`src/nsx_pkg.sv`:
```
// package: operation codes, field widths, reset values and direction operands
package nsx_pkg;
	localparam int DATA_W = 8;
	localparam int ADDR_W = 7;
	localparam int OP_W   = 2;

	typedef enum logic [1:0]
	{
		NIBBLE_SWAP_OP   = 2'h0,
		XOR_LITERAL_OP   = 2'h1,
		XOR_FILE_OP      = 2'h3,
		DIRECTION_LOAD_OP = 2'h2
	} nsx_op_t;

	localparam logic [ADDR_W-1:0] DIR_SEL_A = 7'h05;
	localparam logic [ADDR_W-1:0] DIR_SEL_B = 7'h06;
	localparam logic [ADDR_W-1:0] DIR_SEL_C = 7'h07;

	localparam logic [DATA_W-1:0] W_RESET   = 8'h00;
	localparam logic [DATA_W-1:0] DIR_RESET = 8'hff;
	localparam logic [DATA_W-1:0] ZERO_BYTE = 8'h00;
	localparam int NIB_LO = 0;
	localparam int NIB_HI = 4;
	localparam int NIB_W  = 4;
endpackage
```
`src/nsx_datapath.sv`:
```
// datapath for nibble swap, exclusive or, and direction load operations
// Contract
// - nibble swap puts file bits 3:0 into result 7:4 and bits 7:4 into 3:0, flags unchanged.
// - destination bit 0 sends the result to the working register, 1 back to the file register.
// - literal xor puts working register xor 8-bit literal into the working register, zero only.
// - file xor of working register and file register 0..127 goes by destination, zero only.
// - direction load copies working register to port a, b or c direction for 5, 6 or 7.
`timescale 1ns/1ps
module nsx_datapath
	import nsx_pkg::*;
(
	// clock and reset
	input  wire logic              CLOCK,
	input  wire logic              RSTN,
	// operation issue
	input  wire logic              OP_VALID,
	input  wire logic [OP_W-1:0]   OP_CODE,
	input  wire logic [ADDR_W-1:0] FILE_ADDR,
	input  wire logic              DEST_BIT,
	input  wire logic [DATA_W-1:0] LITERAL,
	input  wire logic [DATA_W-1:0] FILE_RDATA,
	// file register write back
	output logic                   FILE_WE,
	output logic      [ADDR_W-1:0] FILE_WADDR,
	output logic      [DATA_W-1:0] FILE_WDATA,
	// architectural state
	output logic      [DATA_W-1:0] W_OUT,
	output logic                   ZERO_FLAG,
	output logic      [DATA_W-1:0] PORT_A_DIRECTION,
	output logic      [DATA_W-1:0] PORT_B_DIRECTION,
	output logic      [DATA_W-1:0] PORT_C_DIRECTION
);
	logic [DATA_W-1:0] w_reg;
	logic              zero_reg;
	logic [DATA_W-1:0] dir_reg [3];
	logic [DATA_W-1:0] result_next;
	logic              to_file_next;
	logic              to_w_next;
	logic              zero_upd_next;
	logic [1:0]        dir_idx_next;
	logic              dir_we_next;
	logic              fwe_reg;
	logic [ADDR_W-1:0] fwaddr_reg;
	logic [DATA_W-1:0] fwdata_reg;

	// operation decode and result
	always_comb
	begin
		result_next   = ZERO_BYTE;
		to_file_next  = 1'b0;
		to_w_next     = 1'b0;
		zero_upd_next = 1'b0;
		dir_we_next   = 1'b0;
		dir_idx_next  = 2'h0;
		if (OP_VALID)
		begin
			case (nsx_op_t'(OP_CODE))
				NIBBLE_SWAP_OP:
				begin
					result_next  = {FILE_RDATA[NIB_LO +: NIB_W],
						FILE_RDATA[NIB_HI +: NIB_W]};
					to_file_next = DEST_BIT;
					to_w_next    = !DEST_BIT;
				end
				XOR_LITERAL_OP:
				begin
					result_next   = w_reg ^ LITERAL;
					to_w_next     = 1'b1;
					zero_upd_next = 1'b1;
				end
				XOR_FILE_OP:
				begin
					result_next   = w_reg ^ FILE_RDATA;
					to_file_next  = DEST_BIT;
					to_w_next     = !DEST_BIT;
					zero_upd_next = 1'b1;
				end
				DIRECTION_LOAD_OP:
				begin
					result_next = w_reg;
					case (FILE_ADDR)
						DIR_SEL_A:
						begin
							dir_we_next  = 1'b1;
							dir_idx_next = 2'h0;
						end
						DIR_SEL_B:
						begin
							dir_we_next  = 1'b1;
							dir_idx_next = 2'h1;
						end
						DIR_SEL_C:
						begin
							dir_we_next  = 1'b1;
							dir_idx_next = 2'h2;
						end
						default:
						begin
							dir_we_next  = 1'b0;
							dir_idx_next = 2'h0;
						end
					endcase
				end
				default:
				begin
					result_next = ZERO_BYTE;
				end
			endcase
		end
	end

	// working register
	always_ff @(posedge CLOCK or negedge RSTN)
	begin
		if (!RSTN)
			w_reg <= W_RESET;
		else if (to_w_next)
			w_reg <= result_next;
	end

	// zero flag
	always_ff @(posedge CLOCK or negedge RSTN)
	begin
		if (!RSTN)
			zero_reg <= 1'b0;
		else if (zero_upd_next)
			zero_reg <= (result_next == ZERO_BYTE);
	end

	// direction registers
	genvar gi;
	generate
		for (gi = 0; gi < 3; gi++)
		begin : g_dir
			always_ff @(posedge CLOCK or negedge RSTN)
			begin
				if (!RSTN)
					dir_reg[gi] <= DIR_RESET;
				else if (dir_we_next && dir_idx_next == 2'(gi))
					dir_reg[gi] <= w_reg;
			end
		end
	endgenerate

	// file write back
	always_ff @(posedge CLOCK or negedge RSTN)
	begin
		if (!RSTN)
		begin
			fwe_reg    <= 1'b0;
			fwaddr_reg <= '0;
			fwdata_reg <= ZERO_BYTE;
		end
		else
		begin
			fwe_reg <= to_file_next;
			if (to_file_next)
			begin
				fwaddr_reg <= FILE_ADDR;
				fwdata_reg <= result_next;
			end
		end
	end

	assign W_OUT            = w_reg;
	assign ZERO_FLAG        = zero_reg;
	assign PORT_A_DIRECTION = dir_reg[0];
	assign PORT_B_DIRECTION = dir_reg[1];
	assign PORT_C_DIRECTION = dir_reg[2];
	assign FILE_WE          = fwe_reg;
	assign FILE_WADDR       = fwaddr_reg;
	assign FILE_WDATA       = fwdata_reg;

	// checks
	swap_result_a: assert property (@(posedge CLOCK) disable iff (!RSTN)
		OP_VALID && OP_CODE == NIBBLE_SWAP_OP && DEST_BIT |=>
		FILE_WE && FILE_WDATA == {$past(FILE_RDATA[3:0]), $past(FILE_RDATA[7:4])})
		else $error("nibble swap result wrong");
	swap_flag_a: assert property (@(posedge CLOCK) disable iff (!RSTN)
		OP_VALID && OP_CODE == NIBBLE_SWAP_OP |=> $stable(ZERO_FLAG))
		else $error("nibble swap changed zero flag");
	dest_w_a: assert property (@(posedge CLOCK) disable iff (!RSTN)
		OP_VALID && OP_CODE == NIBBLE_SWAP_OP && !DEST_BIT |=>
		!FILE_WE && W_OUT == {$past(FILE_RDATA[3:0]), $past(FILE_RDATA[7:4])})
		else $error("destination zero not to working register");
	xorl_result_a: assert property (@(posedge CLOCK) disable iff (!RSTN)
		OP_VALID && OP_CODE == XOR_LITERAL_OP |=>
		!FILE_WE && W_OUT == ($past(W_OUT) ^ $past(LITERAL)))
		else $error("literal xor result wrong");
	xorf_file_a: assert property (@(posedge CLOCK) disable iff (!RSTN)
		OP_VALID && OP_CODE == XOR_FILE_OP && DEST_BIT |=>
		FILE_WE && FILE_WADDR == $past(FILE_ADDR) && $stable(W_OUT)
		&& FILE_WDATA == ($past(W_OUT) ^ $past(FILE_RDATA)))
		else $error("file xor write back wrong");
	dir_load_a: assert property (@(posedge CLOCK) disable iff (!RSTN)
		OP_VALID && OP_CODE == DIRECTION_LOAD_OP && FILE_ADDR == DIR_SEL_B |=>
		PORT_B_DIRECTION == $past(W_OUT) && $stable(PORT_A_DIRECTION)
		&& $stable(PORT_C_DIRECTION) && $stable(ZERO_FLAG))
		else $error("direction load wrong");
	zero_set_a: assert property (@(posedge CLOCK) disable iff (!RSTN)
		OP_VALID && (OP_CODE == XOR_LITERAL_OP || OP_CODE == XOR_FILE_OP) |=>
		ZERO_FLAG == (($past(OP_CODE) == XOR_LITERAL_OP ?
		$past(W_OUT) ^ $past(LITERAL) : $past(W_OUT) ^ $past(FILE_RDATA)) == 8'h00))
		else $error("zero flag wrong");
	idle_quiet_a: assert property (@(posedge CLOCK) disable iff (!RSTN)
		!OP_VALID |=> !FILE_WE && $stable(W_OUT) && $stable(ZERO_FLAG))
		else $error("state changed without operation");

	// per operation side effects, idle stability and the source of each state change
	swap_keep_w_a: assert property (@(posedge CLOCK) disable iff (!RSTN)
		OP_VALID && OP_CODE == NIBBLE_SWAP_OP && DEST_BIT |=> $stable(W_OUT)
		&& FILE_WADDR == $past(FILE_ADDR))
		else $error("nibble swap to file changed working register");
	swap_dirs_a: assert property (@(posedge CLOCK) disable iff (!RSTN)
		OP_VALID && OP_CODE == NIBBLE_SWAP_OP |=> $stable(PORT_A_DIRECTION)
		&& $stable(PORT_B_DIRECTION) && $stable(PORT_C_DIRECTION))
		else $error("nibble swap changed a direction register");
	swap_w_file_a: assert property (@(posedge CLOCK) disable iff (!RSTN)
		OP_VALID && OP_CODE == NIBBLE_SWAP_OP && !DEST_BIT |=>
		$stable(FILE_WADDR) && $stable(FILE_WDATA))
		else $error("nibble swap to working register touched write back");
	xorl_no_file_a: assert property (@(posedge CLOCK) disable iff (!RSTN)
		OP_VALID && OP_CODE == XOR_LITERAL_OP |=>
		$stable(FILE_WADDR) && $stable(FILE_WDATA))
		else $error("literal xor touched write back");
	xorl_dirs_a: assert property (@(posedge CLOCK) disable iff (!RSTN)
		OP_VALID && OP_CODE == XOR_LITERAL_OP |=> $stable(PORT_A_DIRECTION)
		&& $stable(PORT_B_DIRECTION) && $stable(PORT_C_DIRECTION))
		else $error("literal xor changed a direction register");
	xorl_zero_a: assert property (@(posedge CLOCK) disable iff (!RSTN)
		OP_VALID && OP_CODE == XOR_LITERAL_OP |=>
		ZERO_FLAG == (W_OUT == ZERO_BYTE))
		else $error("literal xor zero flag wrong");
	xorf_w_a: assert property (@(posedge CLOCK) disable iff (!RSTN)
		OP_VALID && OP_CODE == XOR_FILE_OP && !DEST_BIT |=>
		!FILE_WE && W_OUT == ($past(W_OUT) ^ $past(FILE_RDATA)))
		else $error("file xor to working register wrong");
	xorf_w_zero_a: assert property (@(posedge CLOCK) disable iff (!RSTN)
		OP_VALID && OP_CODE == XOR_FILE_OP && !DEST_BIT |=>
		ZERO_FLAG == (W_OUT == ZERO_BYTE))
		else $error("file xor zero flag wrong for working register");
	xorf_f_zero_a: assert property (@(posedge CLOCK) disable iff (!RSTN)
		OP_VALID && OP_CODE == XOR_FILE_OP && DEST_BIT |=>
		ZERO_FLAG == (FILE_WDATA == ZERO_BYTE))
		else $error("file xor zero flag wrong for file register");
	xorf_dirs_a: assert property (@(posedge CLOCK) disable iff (!RSTN)
		OP_VALID && OP_CODE == XOR_FILE_OP |=> $stable(PORT_A_DIRECTION)
		&& $stable(PORT_B_DIRECTION) && $stable(PORT_C_DIRECTION))
		else $error("file xor changed a direction register");
	xorf_keep_a: assert property (@(posedge CLOCK) disable iff (!RSTN)
		OP_VALID && OP_CODE == XOR_FILE_OP && !DEST_BIT |=>
		$stable(FILE_WADDR) && $stable(FILE_WDATA))
		else $error("file xor to working register touched write back");
	dir_a_load_a: assert property (@(posedge CLOCK) disable iff (!RSTN)
		OP_VALID && OP_CODE == DIRECTION_LOAD_OP && FILE_ADDR == DIR_SEL_A |=>
		PORT_A_DIRECTION == $past(W_OUT) && $stable(PORT_B_DIRECTION) && $stable(PORT_C_DIRECTION))
		else $error("port a direction load wrong");
	dir_c_load_a: assert property (@(posedge CLOCK) disable iff (!RSTN)
		OP_VALID && OP_CODE == DIRECTION_LOAD_OP && FILE_ADDR == DIR_SEL_C |=>
		PORT_C_DIRECTION == $past(W_OUT) && $stable(PORT_A_DIRECTION) && $stable(PORT_B_DIRECTION))
		else $error("port c direction load wrong");
	dir_refuse_a: assert property (@(posedge CLOCK) disable iff (!RSTN)
		OP_VALID && OP_CODE == DIRECTION_LOAD_OP && FILE_ADDR != DIR_SEL_A && FILE_ADDR != DIR_SEL_B
		&& FILE_ADDR != DIR_SEL_C |=> $stable(PORT_A_DIRECTION) && $stable(PORT_B_DIRECTION) && $stable(PORT_C_DIRECTION))
		else $error("direction load with bad operand changed state");
	dir_keep_w_a: assert property (@(posedge CLOCK) disable iff (!RSTN)
		OP_VALID && OP_CODE == DIRECTION_LOAD_OP |=>
		$stable(W_OUT) && !FILE_WE && $stable(FILE_WADDR))
		else $error("direction load touched working register or write back");
	dir_flag_a: assert property (@(posedge CLOCK) disable iff (!RSTN)
		OP_VALID && OP_CODE == DIRECTION_LOAD_OP |=>
		$stable(ZERO_FLAG))
		else $error("direction load changed zero flag");
	we_source_a: assert property (@(posedge CLOCK) disable iff (!RSTN)
		FILE_WE |-> $past(OP_VALID) && $past(DEST_BIT) && ($past(OP_CODE) == NIBBLE_SWAP_OP
		|| $past(OP_CODE) == XOR_FILE_OP))
		else $error("write back without a file destination operation");
	idle_dirs_a: assert property (@(posedge CLOCK) disable iff (!RSTN)
		!OP_VALID |=> $stable(PORT_A_DIRECTION)
		&& $stable(PORT_B_DIRECTION) && $stable(PORT_C_DIRECTION))
		else $error("direction changed without operation");
	idle_file_a: assert property (@(posedge CLOCK) disable iff (!RSTN)
		!OP_VALID |=>
		$stable(FILE_WADDR) && $stable(FILE_WDATA))
		else $error("write back changed without operation");
	zero_source_a: assert property (@(posedge CLOCK) disable iff (!RSTN)
		!$stable(ZERO_FLAG) |-> $past(OP_VALID) && ($past(OP_CODE) == XOR_LITERAL_OP
		|| $past(OP_CODE) == XOR_FILE_OP))
		else $error("zero flag changed outside xor");
	w_source_a: assert property (@(posedge CLOCK) disable iff (!RSTN)
		!$stable(W_OUT) |-> $past(OP_VALID)
		&& $past(OP_CODE) != DIRECTION_LOAD_OP)
		else $error("working register changed without a result");
	dir_a_source_a: assert property (@(posedge CLOCK) disable iff (!RSTN)
		!$stable(PORT_A_DIRECTION) |-> $past(OP_VALID)
		&& $past(OP_CODE) == DIRECTION_LOAD_OP && $past(FILE_ADDR) == DIR_SEL_A)
		else $error("port a direction changed without load");
	dir_b_source_a: assert property (@(posedge CLOCK) disable iff (!RSTN)
		!$stable(PORT_B_DIRECTION) |-> $past(OP_VALID)
		&& $past(OP_CODE) == DIRECTION_LOAD_OP && $past(FILE_ADDR) == DIR_SEL_B)
		else $error("port b direction changed without load");
	dir_c_source_a: assert property (@(posedge CLOCK) disable iff (!RSTN)
		!$stable(PORT_C_DIRECTION) |-> $past(OP_VALID)
		&& $past(OP_CODE) == DIRECTION_LOAD_OP && $past(FILE_ADDR) == DIR_SEL_C)
		else $error("port c direction changed without load");
endmodule // nsx_datapath

```
`config.mk`:
```
export PLATFORM = sky130hd
export DESIGN_NAME = nsx_datapath
export DESIGN_NICKNAME = d
export VERILOG_FILES = /design/src/nsx_pkg.sv /design/src/nsx_datapath.sv
export SDC_FILE = /design/constraint.sdc
export NUM_CORES = 1
export LEC_CHECK = 0
export ABC_AREA = 1
export BUFFER_PORTS_ARGS = -buffer_cell sky130_fd_sc_hd__buf_4
export CAP_MARGIN = 20
export CORE_MARGIN = 5
export CORE_UTILIZATION = 45
export CTS_CLUSTER_DIAMETER = 50
export CTS_CLUSTER_SIZE = 12
export DETAILED_ROUTE_END_ITERATION = 8
export GPL_ROUTABILITY_DRIVEN = 0
export PLACE_DENSITY = 0.8
export REMOVE_ABC_BUFFERS = 1
export SLEW_MARGIN = 25
export SYNTH_ARGS = -nofsm -noshare
export SYNTH_HDL_FRONTEND = slang
export SYNTH_SLANG_ARGS = --single-unit
export TNS_END_PERCENT = 50
```
`constraint.sdc`:
```
create_clock -name CLOCK -period 1.15 [get_ports CLOCK]
set_clock_uncertainty 0.05 [all_clocks]
set_input_delay 0.23 -clock CLOCK [delete_from_list [all_inputs] [get_ports CLOCK]]
set_output_delay 0.23 -clock CLOCK [all_outputs]
set_load 0.02 [all_outputs]
```
==> results.py <==
metrics = {
    "run_status": {
        "status": "complete, but fails checks",
        "violations": "setup timing",
    },
    "power_and_ir_drop": {
        "ir_drop_mv": 0.9836,
        "power_switching_share_pct": 34.10,
        "power_leakage_nw": 2.018,
        "power.internal_mw": 3.481,
        "p_switching_mw": 1.802,
        "seqPwrFrac_pct": 39.2,
        "power_density_nw_per_um2": 1248,
        "power_mw": 5.283,
        "combPwrFrac_pct": 37.4,
        "clkPwrFrac_pct": 23.4,
    },
    "final_layout": {
        "layout-drive-gt1-share_pct": 59.45,
        "multi_input_area_sq_um": 1294,
        "fin_area_sq_um": 4232,
        "syn_to_final_growth_pct": 75.87,
        "finalNonFillerCells": 504,
        "n_antenna_cell": 0,
        "fin_nets": 467,
        "seq_area_sq_um": 1257,
        "utilization_pct": 82.33,
        "n_fill_cell": 289,
    },
    "timing": {
        "fin_tns_setup_ps": -5860,
        "whs_ps": 95.13,
        "finalCritPeriodShare_pct": 122.9,
        "max_slew_margin_pct": 81.24,
        "layout_setup_ws_ps": -263.8,
        "finalHoldViolCount": 0,
        "setup_viol": 69,
        "period_needed_ps": 1414,
        "slew_violations": 0,
        "worst_slew_pin_slew_ps": 278.5,
        "rsz0062_at_grt": "true",
        "fmax_mhz": 707.3,
    },
    "drt": {
        "drc": 0,
        "vias": 2723,
        "wire_per_inst_um": 19.24,
        "wl_mm": 9.695,
        "avgViaCountPerCell": 5.403,
        "dr.pass1.iters": 4,
        "ant_nets": 0,
        "drt_iter0_drc": 184,
    },
    "worst_setup_path": {
        "crit_top_cell": "inv_1",
        "crit_path_cell_trace": "inv_1, nand3_1, nand3_2, a21oi_2, inv_1, o21ai_1",
        "cp.required_ps": 1330,
        "path_max_fanout": 4,
        "end_kind": "flip-flop",
        "slowest_stage": "dfrtp_1",
        "critical_path_class": "flip-flop to flip-flop",
        "slowest_delay_ps": 460,
        "start_kind": "flip-flop",
        "arrival_ps": 1600,
    },
    "clock_tree": {
        "insertion_delay_ps": 320,
        "cts_tree": "yes",
        "cts_root_buffer": "clkbuf_8",
        "cts-buffers-inserted": 5,
        "cts_sinks": 49,
        "clock_path_buffers": 2,
        "clkTransAtPathRegs_ps": 100,
        "htree_levels": 2,
    },
    "placed_design": {
        "place_area_sq_um": 3343,
        "dp.final_hpwl_mm": 5.051,
        "place_ws_ps": -517.4,
        "dpl.cell_count": 474,
        "port_buffers": 77,
    },
    "global_route": {
        "gr-total-overflow": 0,
        "grt_pass1_vias": 2658,
        "grt_max_degree": 29,
        "antenna_found_initial": 0,
        "grt.total_usage_pct": 22.58,
        "grt_pass1_wl_mm": 12.57,
    },
    "floorplanning": {
        "die_h_um": 83.12,
        "fp.dieW_um": 83.12,
        "die_area_sq_um": 6909,
        "initial_core_util_pct": 46.81,
        "core_region_area_sq_um": 5140,
        "ioPinCount": 78,
        "placementRows": 26,
    },
    "synth": {
        "synth-seq-cells": 49,
        "synth.largest_area_cell": "dfstp_2",
        "yosysUniqueCellTypes": 19,
        "yosysTopAreaCellShare_pct": 26.21,
        "synth.area.top_cells": "dfstp_2 (26%), dfrtp_1 (26%), nand2_1 (16%)",
        "avgSynthCellArea_sq_um": 8.156,
        "yosysSeqAreaShare_pct": 52.21,
        "ys.warnings.count": 0,
        "syn_area_sq_um": 2406,
        "synthCells": 295,
    },
    "job": {
        "max-cap-violations": 0,
    },
    "worst_hold_path": {
        "hold_class": "primary input to flip-flop",
    },
}
## state kept, by name, indices dropped and copies added (netlist names)
name,cells
W_OUT,8
ZERO_FLAG,1
PORT_A_DIRECTION,8
FILE_WADDR,7
PORT_C_DIRECTION,8
PORT_B_DIRECTION,8
FILE_WE,1
FILE_WDATA,8
## worst max-delay path: cells and delay by family (launching register included)
kind	cells	cell delay [ps]
AOI/OAI and AO/OA	2	380
buffers and inverters	2	210
DFF	1	460
and+or+nand+nor	2	220
## path summary, 6_finish.rpt
path,start,to,slack (ps),cells past startpoint
min in group asynchronous,RSTN,FILE_WADDR[3],280,2
max,W_OUT[7],W_OUT[7],-260,6
max in group asynchronous,RSTN,PORT_C_DIRECTION[5],270,3
min reg2reg,FILE_WADDR[2],FILE_WADDR[2],440,2
max reg2reg,W_OUT[7],W_OUT[7],-260,6
min,FILE_ADDR[2],FILE_WADDR[2],100,3
## repair_timing
item                                    4_1_cts  5_1_grt
gates resized for setup                     100       83
pin swaps                                    10       23
setup buffers                                11        6
hold buffers                                  1        0
endpoints found under the hold margin        25        0
endpoints found under the setup margin       66       93
cloned                                        2        2
## Yosys cell counts (all sizes together)
library cell	instances
inv	26
dfrtp	25
buf	4
clkbuf	8
nor2	14
or4	1
nand2	103
dfstp	24
o21ai	49
nand4	2
nand3	20
a21oi	13
nor3	1
ha	5
## cells in the final DEF, fill, tap and decap left out, drive strengths merged
cell         synthesis  routed
nand4                2       2
buf                  4     139
clkbuf               8       9
nor3                 1       1
inv                 26      26
nand3               20      20
dfstp               24      24
nor2                14      14
nand2              103     104
ha                   5       5
dlygate4sd3          0       1
or4                  1       2
o21ai               49      49
dfrtp               25      25
a21oi               13      13
## layout make-up
type / instances / share of cell area [%]
inverter: 26 / 2.484
timing repair buffer: 141 / 32.53
tap: 70 / 2.070
clock buffer: 8 / 2.632
multi-input combinational: 210 / 30.57
sequential: 49 / 29.72
## per-layer routing
| layer | part of all wire (%) | up-vias | wire length (um) | track usage (%) |
|---|---|---|---|---|
| li1 | - | 1236 | - | - |
| met1 | 36 | 1286 | 3498 | 23.81 |
| met2 | 52 | 145 | 5036 | 41.18 |
| met3 | 6.2 | 56 | 604 | 6.139 |
| met4 | 5.7 | 0 | 556 | 10.85 |
| met5 | 0 | - | 0 | 0 |
## power groups by stage
stage	clock (mW)	combinational, mW	sequential (mW)
3_5_place_dp	0	1.34	2.05
5_1_grt	1.32	2.08	2.09
4_1_cts	1.22	1.61	2.03
6_report	1.24	1.97	2.07
3_3_place_gp	0	1.30	2.05
2_1_floorplan	0	0.375	2.25
## logic make-up (layout without fill, tap and decap cells)
logic type               after synthesis  count (layout)  share of synthesized area, %
AND/OR/NAND/NOR                      141             143                         24.02
AO/OA/AOI/OAI                         62              62                         14.14
flip-flops                            49              49                         52.21
buffers and inverters                 38             175                         7.020
adder cells (fa/ha/maj)                5               5                         2.600
Note: power is estimated with default switching activity, not from simulation.
